**src/inc/cpe_pkg.sv**
```systemverilog
// Constants, codes and types of the event selection block.
// Assumes a single core clock; all event inputs are on that clock.
`default_nettype none
package cpe_pkg;
   // ----------------------------------------------------------------
   // Sizes and types
   // ----------------------------------------------------------------
   localparam int NCNT  = 2;
   localparam int NCOND = 35;
   localparam int EVT_W = 9;
   typedef logic [EVT_W-1:0] cpe_evt_t;
   typedef logic [1:0]       cpe_inc_t;
   // ----------------------------------------------------------------
   // Register map and fields
   // ----------------------------------------------------------------
   localparam logic [11:0] OFF_CTL0 = 12'h000;
   localparam logic [11:0] OFF_CTL1 = 12'h004;
   localparam logic [11:0] OFF_CNT0 = 12'h008;
   localparam logic [11:0] OFF_CNT1 = 12'h00c;
   localparam int CTL_EVT_LSB  = 0;
   localparam int CTL_MASK_LSB = 16;
   localparam int CTL_EDGE_BIT = 24;
   localparam int CTL_EN_BIT   = 25;
   localparam logic [31:0] CTL_RST = 32'h0000_0000;
   localparam logic [31:0] CNT_RST = 32'h0000_0000;
   // ----------------------------------------------------------------
   // Event select codes
   // ----------------------------------------------------------------
   localparam cpe_evt_t EV_L2_REQ     = 9'h07d;
   localparam cpe_evt_t EV_L2_MISS    = 9'h07e;
   localparam cpe_evt_t EV_L2_FILL    = 9'h07f;
   localparam cpe_evt_t EV_DIRC_MISS  = 9'h162;
   localparam cpe_evt_t EV_IC_FETCH   = 9'h080;
   localparam cpe_evt_t EV_IC_MISS    = 9'h081;
   localparam cpe_evt_t EV_IC_RF_L2   = 9'h082;
   localparam cpe_evt_t EV_IC_RF_SYS  = 9'h083;
   localparam cpe_evt_t EV_ITLB_MISS  = 9'h085;
   localparam cpe_evt_t EV_RS_HIT     = 9'h088;
   localparam cpe_evt_t EV_RS_OVF     = 9'h089;
   localparam cpe_evt_t EV_IC_INVAL   = 9'h08c;
   localparam cpe_evt_t EV_RET_INSN   = 9'h0c0;
   localparam cpe_evt_t EV_RET_MISP   = 9'h0c3;
   localparam cpe_evt_t EV_RET_FP     = 9'h0cb;
   localparam cpe_evt_t EV_IMASK      = 9'h0cd;
   localparam cpe_evt_t EV_IMASK_PEND = 9'h0ce;
   localparam cpe_evt_t EV_INT_TAKEN  = 9'h0cf;
   localparam cpe_evt_t EV_FP_EXC     = 9'h0db;
   // ----------------------------------------------------------------
   // Sub-condition positions in the condition vector
   // ----------------------------------------------------------------
   localparam int C_L2REQ_IC  = 0;
   localparam int C_L2REQ_DC  = 1;
   localparam int C_L2REQ_SNP = 2;
   localparam int C_L2MISS_IC = 3;
   localparam int C_L2MISS_DC = 4;
   localparam int C_L2_VICT   = 5;
   localparam int C_L2_WB     = 6;
   localparam int C_DIRC_LSB  = 7;
   localparam int C_ICF       = 13;
   localparam int C_ICM       = 14;
   localparam int C_ICR_L2    = 15;
   localparam int C_ICR_SYS   = 16;
   localparam int C_ITLB_4K   = 17;
   localparam int C_ITLB_2M   = 18;
   localparam int C_RS_HIT    = 19;
   localparam int C_RS_OVF    = 20;
   localparam int C_INV_LDST  = 21;
   localparam int C_INV_BUS   = 22;
   localparam int C_RET_INS   = 23;
   localparam int C_RET_EXC   = 24;
   localparam int C_BR_MISP   = 25;
   localparam int C_FAR       = 26;
   localparam int C_RESYNC    = 27;
   localparam int C_FP_X87    = 28;
   localparam int C_FP_SSE    = 29;
   localparam int C_IMASK     = 30;
   localparam int C_IMASK_PND = 31;
   localparam int C_HW_INT    = 32;
   localparam int C_FPX_RECL  = 33;
   localparam int C_FPX_TRAP  = 34;
endpackage
`default_nettype wire

```
**src/inc/cpe_sel_if.sv**
```systemverilog
// Selection and increment between a counter slot and its qualifier.
// Assumes both ends run on the same clock.
`default_nettype none
interface cpe_sel_if;
   import cpe_pkg::*;
   cpe_evt_t   evt;
   logic [7:0] mask;
   logic       edge_cnt;
   cpe_inc_t   inc;
   modport ctl  (output evt, output mask, output edge_cnt, input inc);
   modport qual (input evt, input mask, input edge_cnt, output inc);
endinterface
`default_nettype wire

```
**src/rtl/cpe_evt_qual.sv**
```systemverilog
// Event qualifier for one counter slot: code, mask and edge mode.
// Assumes condition inputs are single-clock-domain signals.
`default_nettype none
module cpe_evt_qual (
   input  wire logic                      hclk,
   input  wire logic                      hresetn,
   input  wire logic [cpe_pkg::NCOND-1:0] cond,
   cpe_sel_if.qual                        sel
);
   import cpe_pkg::*;

   logic [7:0]       m;
   logic [NCOND-1:0] c;
   cpe_inc_t         occ;
   logic             prev;
   logic             next_prev;

   assign m = sel.mask;
   assign c = cond;

   // Any selected sub-condition counts once
   function automatic logic pick(input logic [7:0] mk,
                                 input logic [7:0] hits);
      return |(mk & hits);
   endfunction

   // ----------------------------------------------------------------
   // Occurrence decode
   // ----------------------------------------------------------------
   // RL20 one count, reserved ignored
   always_comb begin
      occ = 2'h0;
      unique case (sel.evt)
         EV_L2_REQ: occ = {1'b0, pick(m, {4'h0, c[C_L2REQ_SNP], 1'b0,
                                          c[C_L2REQ_DC], c[C_L2REQ_IC]})};
         EV_L2_MISS: occ = {1'b0, pick(m, {6'h00, c[C_L2MISS_DC],
                                           c[C_L2MISS_IC]})};
         EV_L2_FILL: occ = {1'b0, pick(m, {6'h00, c[C_L2_WB],
                                           c[C_L2_VICT]})};
         EV_DIRC_MISS: occ = {1'b0, pick(m, {1'b0, c[C_DIRC_LSB+3 +: 3],
                                             1'b0, c[C_DIRC_LSB +: 3]})};
         EV_IC_FETCH:   occ = {1'b0, c[C_ICF]};
         EV_IC_MISS:    occ = {1'b0, c[C_ICM]};
         EV_IC_RF_L2:   occ = {1'b0, c[C_ICR_L2]};
         EV_IC_RF_SYS:  occ = {1'b0, c[C_ICR_SYS]};
         EV_ITLB_MISS: occ = {1'b0, pick(m, {6'h00, c[C_ITLB_2M],
                                             c[C_ITLB_4K]})};
         EV_RS_HIT:     occ = {1'b0, c[C_RS_HIT]};
         EV_RS_OVF:     occ = {1'b0, c[C_RS_OVF]};
         EV_IC_INVAL: occ = {1'b0, pick(m, {6'h00, c[C_INV_BUS],
                                            c[C_INV_LDST]})};
         // RL13 exception adds its own one
         EV_RET_INSN: occ = {1'b0, c[C_RET_INS]} + {1'b0, c[C_RET_EXC]};
         // RL14 unpredicted kinds in, resync out
         EV_RET_MISP: occ = {1'b0, (c[C_BR_MISP] & ~c[C_RESYNC])
                                   | c[C_FAR] | c[C_RET_EXC]};
         EV_RET_FP: occ = {1'b0, pick(m, {6'h00, c[C_FP_SSE],
                                          c[C_FP_X87]})};
         EV_IMASK:      occ = {1'b0, c[C_IMASK]};
         EV_IMASK_PEND: occ = {1'b0, c[C_IMASK_PND]};
         EV_INT_TAKEN:  occ = {1'b0, c[C_HW_INT]};
         EV_FP_EXC: occ = {1'b0, pick(m, {4'h0, c[C_FPX_TRAP],
                                          c[C_FPX_RECL], 2'h0})};
         default:       occ = 2'h0;
      endcase
   end

   // ----------------------------------------------------------------
   // Edge counting
   // ----------------------------------------------------------------
   // RL16 edge mode counts entries
   always_comb begin
      next_prev = |occ;
      sel.inc   = sel.edge_cnt ? {1'b0, next_prev & ~prev} : occ;
   end

   always_ff @(posedge hclk or negedge hresetn) begin
      if (!hresetn) begin
         prev <= 1'b0;
      end else begin
         prev <= next_prev;
      end
   end
endmodule
`default_nettype wire

```
**src/rtl/cpe_top.sv**
```systemverilog
// Core performance event selection: two counters behind AHB-Lite.
// Assumes event inputs come from core logic on hclk.
//
// Behaviour
// RL1: L2 requests: snoop bit3, dc bit1, ic bit0
// RL2: L2 misses: dc bit1, ic bit0
// RL3: L2 fills bit0, writebacks bit1, per line
// RL4: Directory cache misses: guest 6..4, host 2..0
// RL5: Instruction cache events count speculative activity
// RL6: Fetch count per 32-byte decoder delivery
// RL7: Instruction cache miss per line refill
// RL8: Separate refill counts: L2, system
// RL9: Instruction TLB misses: 2M bit1, 4K bit0
// RL10: Return stack hits from non-empty stack
// RL11: Return stack overflows counted per call
// RL12: Invalidations: bus unit bit1, load/store bit0
// RL13: Retired instructions; exception counts one
// RL14: Mispredicts include unpredicted transfers, exclude resyncs
// RL15: Retired floating point: SSE bit1, x87 bit0
// RL16: Masked-interrupt cycles, or entries in edge mode
// RL17: Masked cycles with pending interrupt
// RL18: Hardware interrupts taken, not software ones
// RL19: FP exceptions: microtrap bit3, reclass bit2
// RL20: Selected sub-conditions OR together; reserved ignored
`default_nettype none
module cpe_top (
   input  wire logic        hclk,
   input  wire logic        hresetn,
   input  wire logic        hsel,
   input  wire logic [31:0] haddr,
   input  wire logic [1:0]  htrans,
   input  wire logic        hwrite,
   input  wire logic [2:0]  hsize,
   input  wire logic [31:0] hwdata,
   input  wire logic        hready,
   output var  logic        hreadyout,
   output var  logic        hresp,
   output var  logic [31:0] hrdata,
   input  wire logic        l2_req_ic,
   input  wire logic        l2_req_dc,
   input  wire logic        l2_req_snoop,
   input  wire logic        l2_miss_ic,
   input  wire logic        l2_miss_dc,
   input  wire logic        l2_fill_victim,
   input  wire logic        l2_wb_system,
   input  wire logic [5:0]  page_directory_cache_miss,
   input  wire logic        ic_fetch_deliver,
   input  wire logic        ic_miss,
   input  wire logic        ic_refill_l2,
   input  wire logic        ic_refill_system,
   input  wire logic        itlb_miss_4k,
   input  wire logic        itlb_miss_2m,
   input  wire logic        ret_stack_hit,
   input  wire logic        ret_stack_overflow,
   input  wire logic        ic_inval_load_store_unit,
   input  wire logic        ic_inval_bus_unit,
   input  wire logic        retire_insn,
   input  wire logic        retire_exc_int,
   input  wire logic        retire_br_mispredict,
   input  wire logic        retire_far_xfer,
   input  wire logic        retire_resync,
   input  wire logic        retire_fp_x87,
   input  wire logic        retire_fp_sse,
   input  wire logic        interrupt_enable_flag,
   input  wire logic        intr_pending,
   input  wire logic        hw_intr_taken,
   input  wire logic        fp_microtrap,
   input  wire logic        fp_reclass
);
   import cpe_pkg::*;

   // ----------------------------------------------------------------
   // Declarations
   // ----------------------------------------------------------------
   logic [NCOND-1:0] cond;
   logic [3:0]       aph_sel;
   logic             aph_go;
   logic             dph_wr;
   logic [3:0]       dph_sel;
   logic             next_dph_wr;
   logic [3:0]       next_dph_sel;
   logic [31:0]      next_hrdata;
   logic [31:0]      ctl      [NCNT];
   logic [31:0]      cnt      [NCNT];
   logic [31:0]      next_ctl [NCNT];
   logic [31:0]      next_cnt [NCNT];
   cpe_inc_t         inc      [NCNT];

   // One-hot register decode of a byte address
   function automatic logic [3:0] reg_dec(input logic [31:0] a);
      logic [3:0] d;
      d    = 4'h0;
      if (a[31:12] == 20'h00000) begin
         d[0] = (a[11:0] == OFF_CTL0);
         d[1] = (a[11:0] == OFF_CTL1);
         d[2] = (a[11:0] == OFF_CNT0);
         d[3] = (a[11:0] == OFF_CNT1);
      end
      return d;
   endfunction

   // ----------------------------------------------------------------
   // Condition vector
   // ----------------------------------------------------------------
   always_comb begin
      cond = '0;
      // RL1 request sources
      cond[C_L2REQ_IC]  = l2_req_ic;
      cond[C_L2REQ_DC]  = l2_req_dc;
      cond[C_L2REQ_SNP] = l2_req_snoop;
      // RL2 miss sources
      cond[C_L2MISS_IC] = l2_miss_ic;
      cond[C_L2MISS_DC] = l2_miss_dc;
      // RL3 one pulse per 64-byte line
      cond[C_L2_VICT]   = l2_fill_victim;
      cond[C_L2_WB]     = l2_wb_system;
      // RL4 guest in upper three, host lower
      cond[C_DIRC_LSB +: 6] = page_directory_cache_miss;
      // RL5 wrong-path fetch activity kept
      // RL6 one pulse per 32-byte delivery
      cond[C_ICF]       = ic_fetch_deliver;
      // RL7 fetch and prefetch misses
      cond[C_ICM]       = ic_miss;
      // RL8 refill source kept apart
      cond[C_ICR_L2]    = ic_refill_l2;
      cond[C_ICR_SYS]   = ic_refill_system;
      // RL9 page size of missing fetch
      cond[C_ITLB_4K]   = itlb_miss_4k;
      cond[C_ITLB_2M]   = itlb_miss_2m;
      // RL10 speculative returns included
      cond[C_RS_HIT]    = ret_stack_hit;
      // RL11 oldest entry dropped by stack
      cond[C_RS_OVF]    = ret_stack_overflow;
      // RL12 probe source
      cond[C_INV_LDST]  = ic_inval_load_store_unit;
      cond[C_INV_BUS]   = ic_inval_bus_unit;
      cond[C_RET_INS]   = retire_insn;
      cond[C_RET_EXC]   = retire_exc_int;
      cond[C_BR_MISP]   = retire_br_mispredict;
      cond[C_FAR]       = retire_far_xfer;
      cond[C_RESYNC]    = retire_resync;
      // RL15 retired floating point class
      cond[C_FP_X87]    = retire_fp_x87;
      cond[C_FP_SSE]    = retire_fp_sse;
      // RL16 masked while flag is zero
      cond[C_IMASK]     = ~interrupt_enable_flag;
      // RL17 masked and pending
      cond[C_IMASK_PND] = ~interrupt_enable_flag & intr_pending;
      // RL18 hardware interrupts only
      cond[C_HW_INT]    = hw_intr_taken;
      // RL19 assist exception kinds
      cond[C_FPX_TRAP]  = fp_microtrap;
      cond[C_FPX_RECL]  = fp_reclass;
   end

   // ----------------------------------------------------------------
   // Qualifier per counter slot
   // ----------------------------------------------------------------
   for (genvar i = 0; i < NCNT; i++) begin : g_slot
      cpe_sel_if u_if ();
      assign u_if.evt      = ctl[i][CTL_EVT_LSB +: EVT_W];
      assign u_if.mask     = ctl[i][CTL_MASK_LSB +: 8];
      assign u_if.edge_cnt = ctl[i][CTL_EDGE_BIT];
      assign inc[i]        = u_if.inc;
      cpe_evt_qual u_qual (
         .hclk    (hclk),
         .hresetn (hresetn),
         .cond    (cond),
         .sel     (u_if.qual)
      );
   end

   // ----------------------------------------------------------------
   // AHB-Lite slave, zero wait states
   // ----------------------------------------------------------------
   assign aph_go  = hsel & htrans[1] & hready;
   assign aph_sel = reg_dec(haddr);

   always_comb begin
      next_dph_wr  = aph_go & hwrite;
      next_dph_sel = aph_go ? aph_sel : 4'h0;
      next_hrdata  = 32'h0000_0000;
      if (aph_go && !hwrite) begin
         unique case (1'b1)
            aph_sel[0]: next_hrdata = ctl[0];
            aph_sel[1]: next_hrdata = ctl[1];
            aph_sel[2]: next_hrdata = cnt[0];
            aph_sel[3]: next_hrdata = cnt[1];
            default:    next_hrdata = 32'h0000_0000;
         endcase
      end
   end

   always_ff @(posedge hclk or negedge hresetn) begin
      if (!hresetn) begin
         dph_wr    <= 1'b0;
         dph_sel   <= 4'h0;
         hrdata    <= 32'h0000_0000;
         hreadyout <= 1'b0;
         hresp     <= 1'b0;
      end else begin
         dph_wr    <= next_dph_wr;
         dph_sel   <= next_dph_sel;
         hrdata    <= next_hrdata;
         hreadyout <= 1'b1;
         hresp     <= 1'b0;
      end
   end

   // ----------------------------------------------------------------
   // Control and counter registers
   // ----------------------------------------------------------------
   always_comb begin
      for (int i = 0; i < NCNT; i++) begin
         next_ctl[i] = ctl[i];
         next_cnt[i] = cnt[i];
         if (ctl[i][CTL_EN_BIT]) begin
            next_cnt[i] = cnt[i] + {30'h0, inc[i]};
         end
         if (dph_wr && dph_sel[i]) begin
            next_ctl[i] = hwdata;
         end
         // Software write beats a same-cycle count
         if (dph_wr && dph_sel[2+i]) begin
            next_cnt[i] = hwdata;
         end
      end
   end

   always_ff @(posedge hclk or negedge hresetn) begin
      if (!hresetn) begin
         for (int i = 0; i < NCNT; i++) begin
            ctl[i] <= CTL_RST;
            cnt[i] <= CNT_RST;
         end
      end else begin
         for (int i = 0; i < NCNT; i++) begin
            ctl[i] <= next_ctl[i];
            cnt[i] <= next_cnt[i];
         end
      end
   end

   // ----------------------------------------------------------------
   // Checks on counter 0
   // ----------------------------------------------------------------
   logic       q0;
   cpe_evt_t   ev0;
   logic [7:0] m0;
   assign q0  = ctl[0][CTL_EN_BIT] & ~ctl[0][CTL_EDGE_BIT]
              & ~(dph_wr & dph_sel[2]);
   assign ev0 = ctl[0][CTL_EVT_LSB +: EVT_W];
   assign m0  = ctl[0][CTL_MASK_LSB +: 8];
endmodule
`default_nettype wire

```
**config.mk**
```make
export PLATFORM = sky130hd
export DESIGN_NAME = cpe_top
export DESIGN_NICKNAME = d
export VERILOG_FILES = /design/src/inc/cpe_pkg.sv /design/src/inc/cpe_sel_if.sv /design/src/rtl/cpe_evt_qual.sv /design/src/rtl/cpe_top.sv
export SDC_FILE = /design/constraint.sdc
export NUM_CORES = 1
export LEC_CHECK = 0
export BUFFER_PORTS_ARGS = -buffer_cell sky130_fd_sc_hd__buf_4
export CAP_MARGIN = 25
export CORE_AREA = 2 2 176 178
export DETAILED_ROUTE_END_ITERATION = 7
export DIE_AREA = 0 0 178 180
export SYNTH_ARGS = -nofsm -noshare
export SYNTH_HDL_FRONTEND = slang
export SYNTH_SLANG_ARGS = --single-unit
```
**constraint.sdc**
```tcl
create_clock -name hclk -period 5.6 [get_ports hclk]
set_input_delay 0.56 -clock hclk [delete_from_list [all_inputs] [get_ports hclk]]
set_output_delay 0.56 -clock hclk [all_outputs]
set_load 0.01 [all_outputs]
```
==> flow_metrics.env, run 1 <==
export IMPL_outcome="finished clean"
export IMPL_num_rows=64
export IMPL_async_flop_share=1.00
export IMPL_syn_area_mm2=0.00891
export IMPL_total_power_mw=2.63
export IMPL_syn_area_per_cell_um2=11.1
export IMPL_drive_gt1_frac=0.308
export IMPL_yosysTopAreaCellShare=0.472
export IMPL_area_growth_pct=21.8
export IMPL_ant_nets=0
export IMPL_cts_resized=0
export IMPL_post_route_min_period_ps=4120
export IMPL_cp_max_fo=6
export IMPL_h_tree_depth=4
export IMPL_fin_cells=1327
export IMPL_grtUsageTotal=0.158
export IMPL_dpl_instance_area_mm2=0.0103
export IMPL_path_buf_inv=2
export IMPL_final_common_cell="dfrtp_1"
export IMPL_num_vias=6697
export IMPL_cts_setup_buffers=0
export IMPL_grt_max_degree=67
export IMPL_crit_arrival_ps=4430
export IMPL_viasPerCell=5.05
export IMPL_switchingPower_mw=0.663
export IMPL_cts_buffers_inserted=17
export IMPL_p_leak_nw=4.64
export IMPL_stdcell_area_mm2=0.0109
export IMPL_seq_power_share=0.493
export IMPL_grt_pass1_wl_um=39100
export IMPL_worst_ep_required_time_ps=5910
export IMPL_rsz0062_at_grt="false"
export IMPL_synth_top_area_cell="dfrtp_1"
export IMPL_clock_sinks=168
export IMPL_gr_total_overflow=0
export IMPL_final_nets=1032
export IMPL_dieHeight_um=180
export IMPL_drc_errors=0
export IMPL_path_cells="or4b_1 -> nor4_1 -> o211ai_1 -> nand4_1 -> a211oi_1 -> a22oi_1 -> ha_1 -> inv_1 -> fa_1 -> nand4b_1 -> nor4_2 -> buf_4 -> nand3_1 -> nor2_1 -> xnor2_1 -> o21ai_1"
export IMPL_antenna_found_initial=2
export IMPL_p_int_mw=1.97
export IMPL_finalSetupViolations=0
export IMPL_holdWs_ps=75.9
export IMPL_timing_max_slew_rel_slack=0.438
export IMPL_hold_path_class="input pin to asynchronous set/reset pin"
export IMPL_postSynthCellCount=802
export IMPL_clk_pin_slew_worst_paths_ps=70
export IMPL_hold_violations=0
export IMPL_core_area_mm2=0.0302
export IMPL_die_x_um=178
export IMPL_wl_per_cell_um=18.6
export IMPL_p_clk_frac=0.415
export IMPL_yosysSeqAreaShare=0.472
export IMPL_worst_pin_slew_ps=842
export IMPL_finalWeightedCongestion=0.854
export IMPL_fmax_mhz=243
export IMPL_dieArea_mm2=0.0320
export IMPL_pin_count=143
export IMPL_cp_slowest_stage_delay_ps=600
export IMPL_end_kind="register"
export IMPL_drv_slew=0
export IMPL_cts_buffer_depth=2
export IMPL_ctsHoldBuffers=0
export IMPL_power_frac_comb=0.092
export IMPL_p_per_area_mw_per_mm2=242
export IMPL_fin_skew_ps=15.0
export IMPL_clk_latency_ps=430
export IMPL_port_buffers=137
export IMPL_crit_type="register to register"
export IMPL_cpLargestDelayFamily="simple AND/OR/NAND/NOR gates"
export IMPL_synth_fp_nets=918
export IMPL_ys_warn_count=0
export IMPL_vdd_ir_drop_worst_v=0.000204
export IMPL_wl_um=24600
export IMPL_most_common_layout_cells="168 x dfrtp_1, 143 x buf_4, 94 x nand2_1"
export IMPL_synth_main_ff_cell="dfrtp_1"
export IMPL_ys_seq_elements=168
export IMPL_place_inst=1293
export IMPL_drt_iter0_drc=443
export IMPL_root_buffer="clkbuf_16"
export IMPL_finalCritPeriodShare=0.736
export IMPL_synth_area_leaders="dfrtp_1 47%, mux2_2 8.6%, mux4_2 8.1%"
export IMPL_cts_tree="built"
export IMPL_startpoint_type="register"
export IMPL_cp_slowest_cell="or4b_1"
export IMPL_synth_cell_types=69
export IMPL_cap_violations=0
export IMPL_dpl_hpwl_um=17500
export IMPL_tns_ps=0
export IMPL_fillerInstances=3020
export IMPL_firstDrtPassIters=5
export IMPL_swShare=0.252
export IMPL_synth_edf_count=0
export IMPL_start_util=0.295
export IMPL_first_global_vias=6969
-- cells by family after synthesis --
| family | Yosys count | synth area share |
|---|---|---|
| and+or+nand+nor | 285 | 0.180 |
| muxes | 104 | 0.171 |
| other | 2 | 0.000843 |
| DFF | 168 | 0.472 |
| AOI/OAI and AO/OA | 112 | 0.0767 |
| adders and majority gates | 7 | 0.0115 |
| buffers and inverters | 64 | 0.0286 |
| xor gates and xnor gates | 60 | 0.0590 |
-- per-layer routing --
layer | GRT usage | share of wire | vias up
met5 | 0 | 0 | -
met4 | 0.0505 | 0.023 | 0
met3 | 0.0404 | 0.064 | 26
met2 | 0.246 | 0.46 | 207
met1 | 0.214 | 0.45 | 3335
li1 | - | - | 3129
-- state kept, by name (all words and copies together) (netlist names) --
register	cells
hrdata	32
hreadyout	1
ctl	64
g_slot.u_qual.prev	2
dph_wr	1
cnt	64
dph_sel	4
-- power groups by stage --
stage               Sequential, mW  Combinational, mW  Clock [mW]
finish                        1.30              0.242        1.09
global route                  1.30              0.268        1.17
CTS                           1.30              0.246        1.12
detailed placement            1.32              0.245           0
global placement              1.32              0.241           0
floorplan                     1.30              0.129           0
-- synthesized netlist by cell type (all sizes together), types with 2 or more instances --
master	n
nor4b	3
nand2	94
nand3b	4
nor2	20
nor4	16
fa	2
nor3	7
xnor2	23
o21ai	66
nor2b	38
a22oi	19
or3	2
a21oi	5
nand3	24
o22ai	3
clkbuf	35
mux2i	4
buf	15
or4	2
and3	17
xor2	37
o211ai	3
and4b	2
ha	5
dfrtp	168
nor3b	5
mux4	32
a222oi	2
nand2b	7
conb	2
inv	14
and4	3
mux2	68
nand4	22
nand4b	6
and2	6
a211oi	2
-- metrics by stage --
step	util	setup WS, ps
2_1_floorplan	-	2090
3_3_place_gp	0.341	1610
3_5_place_dp	0.342	1570
4_1_cts	0.359	1530
5_1_grt	0.359	1150
6_report	0.360	1480
-- final timing paths --
kind	cells after the start	slack [ps]	from	to
hold reg to reg	1	500	ctl[15]	ctl[15]
setup / recovery	16	1480	ctl[40]	cnt[58]
hold / removal	1	80	hresetn	hrdata[31]
min in group hclk	3	370	hwdata[23]	cnt[55]
max in group asynchronous	2	4290	hresetn	ctl[24]
setup reg to reg	16	1480	ctl[40]	cnt[58]
-- layout make-up --
type                    instances  area [um^2]  share of cell area
multi-input cells             570         4460               0.410
flip-flops and latches        168         4200               0.387
repair buffers                145         1100               0.102
well taps                     396          495              0.0456
clock buffers                  21          450              0.0415
clock inverters                11         88.8             0.00818
inverters                      14         52.6             0.00484
diodes                          2         5.00            0.000461
(Power assumes the default switching activity.)
==> inputs of run 2 (changes only) <==
==> constraint.sdc (replaced) <==
create_clock -name hclk -period 3.3 [get_ports hclk]
set_input_delay 0.33 -clock hclk [delete_from_list [all_inputs] [get_ports hclk]]
set_output_delay 0.33 -clock hclk [all_outputs]
set_load 0.01 [all_outputs]
==> run 2 against run 1 <==
  * The run now ends with negative hold slack, negative setup slack left
  * Clock power grew 79%
  * First-iteration DRC count fell by 11%
  * Combinational power up 110%
  * Worst hold slack lost 130 ps
  * Clock-buffer cell count decreased by 1
  * Largest power group unchanged
  * Highest routed layer is now met5
==> flow_metrics.env, run 2 (synthesis gave the netlist of run 1 again) <==
export IMPL_grt_pass1_wl_um=40900
export IMPL_clk_pin_slew_worst_paths_ps=70
export IMPL_first_global_vias=7352
export IMPL_drive_gt1_frac=0.417
export IMPL_final_nets=1115
export IMPL_grt_max_degree=83
export IMPL_port_buffers=137
export IMPL_start_util=0.295
export IMPL_most_common_layout_cells="216 x buf_4, 165 x dfrtp_1, 92 x nand2_1"
export IMPL_outcome="complete, but fails checks"
export IMPL_fin_skew_ps=13.5
export IMPL_startpoint_type="register"
export IMPL_cts_tree="built"
export IMPL_stdcell_area_mm2=0.0118
export IMPL_final_common_cell="buf_4"
export IMPL_cts_buffers_inserted=17
export IMPL_finalWeightedCongestion=0.864
export IMPL_num_rows=64
export IMPL_multi_input_area_mm2=0.00478
export IMPL_post_route_min_period_ps=3590
export IMPL_crit_arrival_ps=3870
export IMPL_root_buffer="clkbuf_16"
export IMPL_drv_slew=0
export IMPL_pin_count=143
export IMPL_timing_max_slew_rel_slack=0.442
export IMPL_firstDrtPassIters=5
export IMPL_viasPerCell=5.02
export IMPL_core_area_mm2=0.0302
export IMPL_reg2reg_slack_ps=-290
export IMPL_finalSetupViolations=30
export IMPL_top_regs="cnt: 64 flops, ctl: 64 flops, hrdata: 32 flops"
export IMPL_hold_violations=31
export IMPL_end_kind="register"
export IMPL_clock_sinks=168
export IMPL_fmax_mhz=278
export IMPL_dpl_hpwl_um=18500
export IMPL_vdd_ir_drop_worst_v=0.000375
export IMPL_clk_latency_ps=430
export IMPL_h_tree_depth=4
export IMPL_finalCritPeriodShare=1.09
export IMPL_antenna_found_initial=1
export IMPL_cap_violations=0
export IMPL_seqCellArea_mm2=0.00421
export IMPL_die_x_um=178
export IMPL_cts_buffer_depth=2
export IMPL_fillerInstances=2924
export IMPL_worst_pin_slew_ps=837
export IMPL_drt_iter0_drc=395
export IMPL_p_leak_nw=5.11
export IMPL_worst_slack_ps=-293
export IMPL_worst_ep_required_time_ps=3570
export IMPL_num_vias=7054
export IMPL_ant_nets=0
export IMPL_hold_path_class="input pin to asynchronous set/reset pin"
export IMPL_violations="negative hold slack, negative setup slack"
export IMPL_total_power_mw=4.64
export IMPL_dpl_instance_area_mm2=0.0109
export IMPL_wl_um=25900
export IMPL_p_per_area_mw_per_mm2=392
export IMPL_dieArea_mm2=0.0320
export IMPL_gr_total_overflow=0
export IMPL_grtUsageTotal=0.164
export IMPL_holdWs_ps=-49.9
export IMPL_cp_max_fo=4
export IMPL_antenna_cells=0
export IMPL_dp_slack_ps=-328
export IMPL_crit_type="register to register"
export IMPL_drc_errors=0
export IMPL_ctsHoldBuffers=0
export IMPL_rsz0062_at_grt="true"
export IMPL_area_growth_pct=32.9
export IMPL_wl_per_cell_um=18.4
export IMPL_dieHeight_um=180
run 2: changes by cell type in the layout (fill, tap and decap cells not counted), moves of 6 or more:
cell and delta:
xnor2_1 -6, nand3_1 -12, buf_4 +73, nor2_1 -6, o21ai_0 -7, xnor2_2 +6
nand3_2 +11, o21ai_1 +7, buf_6 +9
run 2: worst max-delay path: stages, from the launching register on:
cell and delay [ps]:
dfrtp_1 380, or4b_4 580, nor4_4 230, o211ai_1 110
nand4_1 120, a211oi_2 80, a22oi_2 200, ha_2 230
inv_2 40, fa_2 340, nand4b_1 260, nor4_4 210
buf_6 190, and2_4 180, nand3_2 80, xor2_1 140
o21ai_1 80
run 2: where the power goes:
part	internal, mW	switching (mW)	total [mW]
combinational	0.272	0.224	0.497
sequential	2.12	0.0714	2.19
clock	1.11	0.835	1.95
total	3.51	1.13	4.64
run 2: area by class of cell:
| type | count | share of cell area |
|---|---|---|
| inverters | 14 | 0.00444 |
| repair buffers | 227 | 0.148 |
| clock inverters | 9 | 0.0101 |
| clock buffers | 20 | 0.0369 |
| well taps | 396 | 0.0418 |
| multi-input cells | 571 | 0.403 |
| flip-flops and latches | 168 | 0.355 |
run 2: worst paths after layout:
kind,start,endpoint,cells past startpoint
min reg2reg,ctl[58],ctl[58],1
min,hresetn,hrdata[2],1
max,ctl[37],cnt[50],16
max reg2reg,ctl[37],cnt[50],16
max in group asynchronous,hresetn,cnt[56],2
min in group hclk,hwdata[27],cnt[27],3
run 2: metal layers:
metal	GRT usage	vias up	share of wire
li1	-	3299	-
met4	0.0443	2	0.014
met2	0.262	187	0.48
met1	0.222	3541	0.45
met5	0	-	0.00062
met3	0.0408	25	0.053
run 2: timing repair:
item | CTS | global route
pin swaps | 5 | 27
gates cloned | 0 | 1
resized for setup | 36 | 39
buffers inserted | 3 | 12
endpoints found under the setup margin | 37 | 50
run 2: metrics by stage:
| step | setup TNS, ps | std cells | util |
|---|---|---|---|
| finish | -4300 | 1405 | 0.392 |
| global route | -11040 | 1405 | 0.392 |
| CTS | -3600 | 1393 | 0.384 |
| detailed placement | -5670 | 1361 | 0.360 |
| global placement | -3440 | 1361 | 0.360 |
| floorplan | -34.0 | 802 | - |
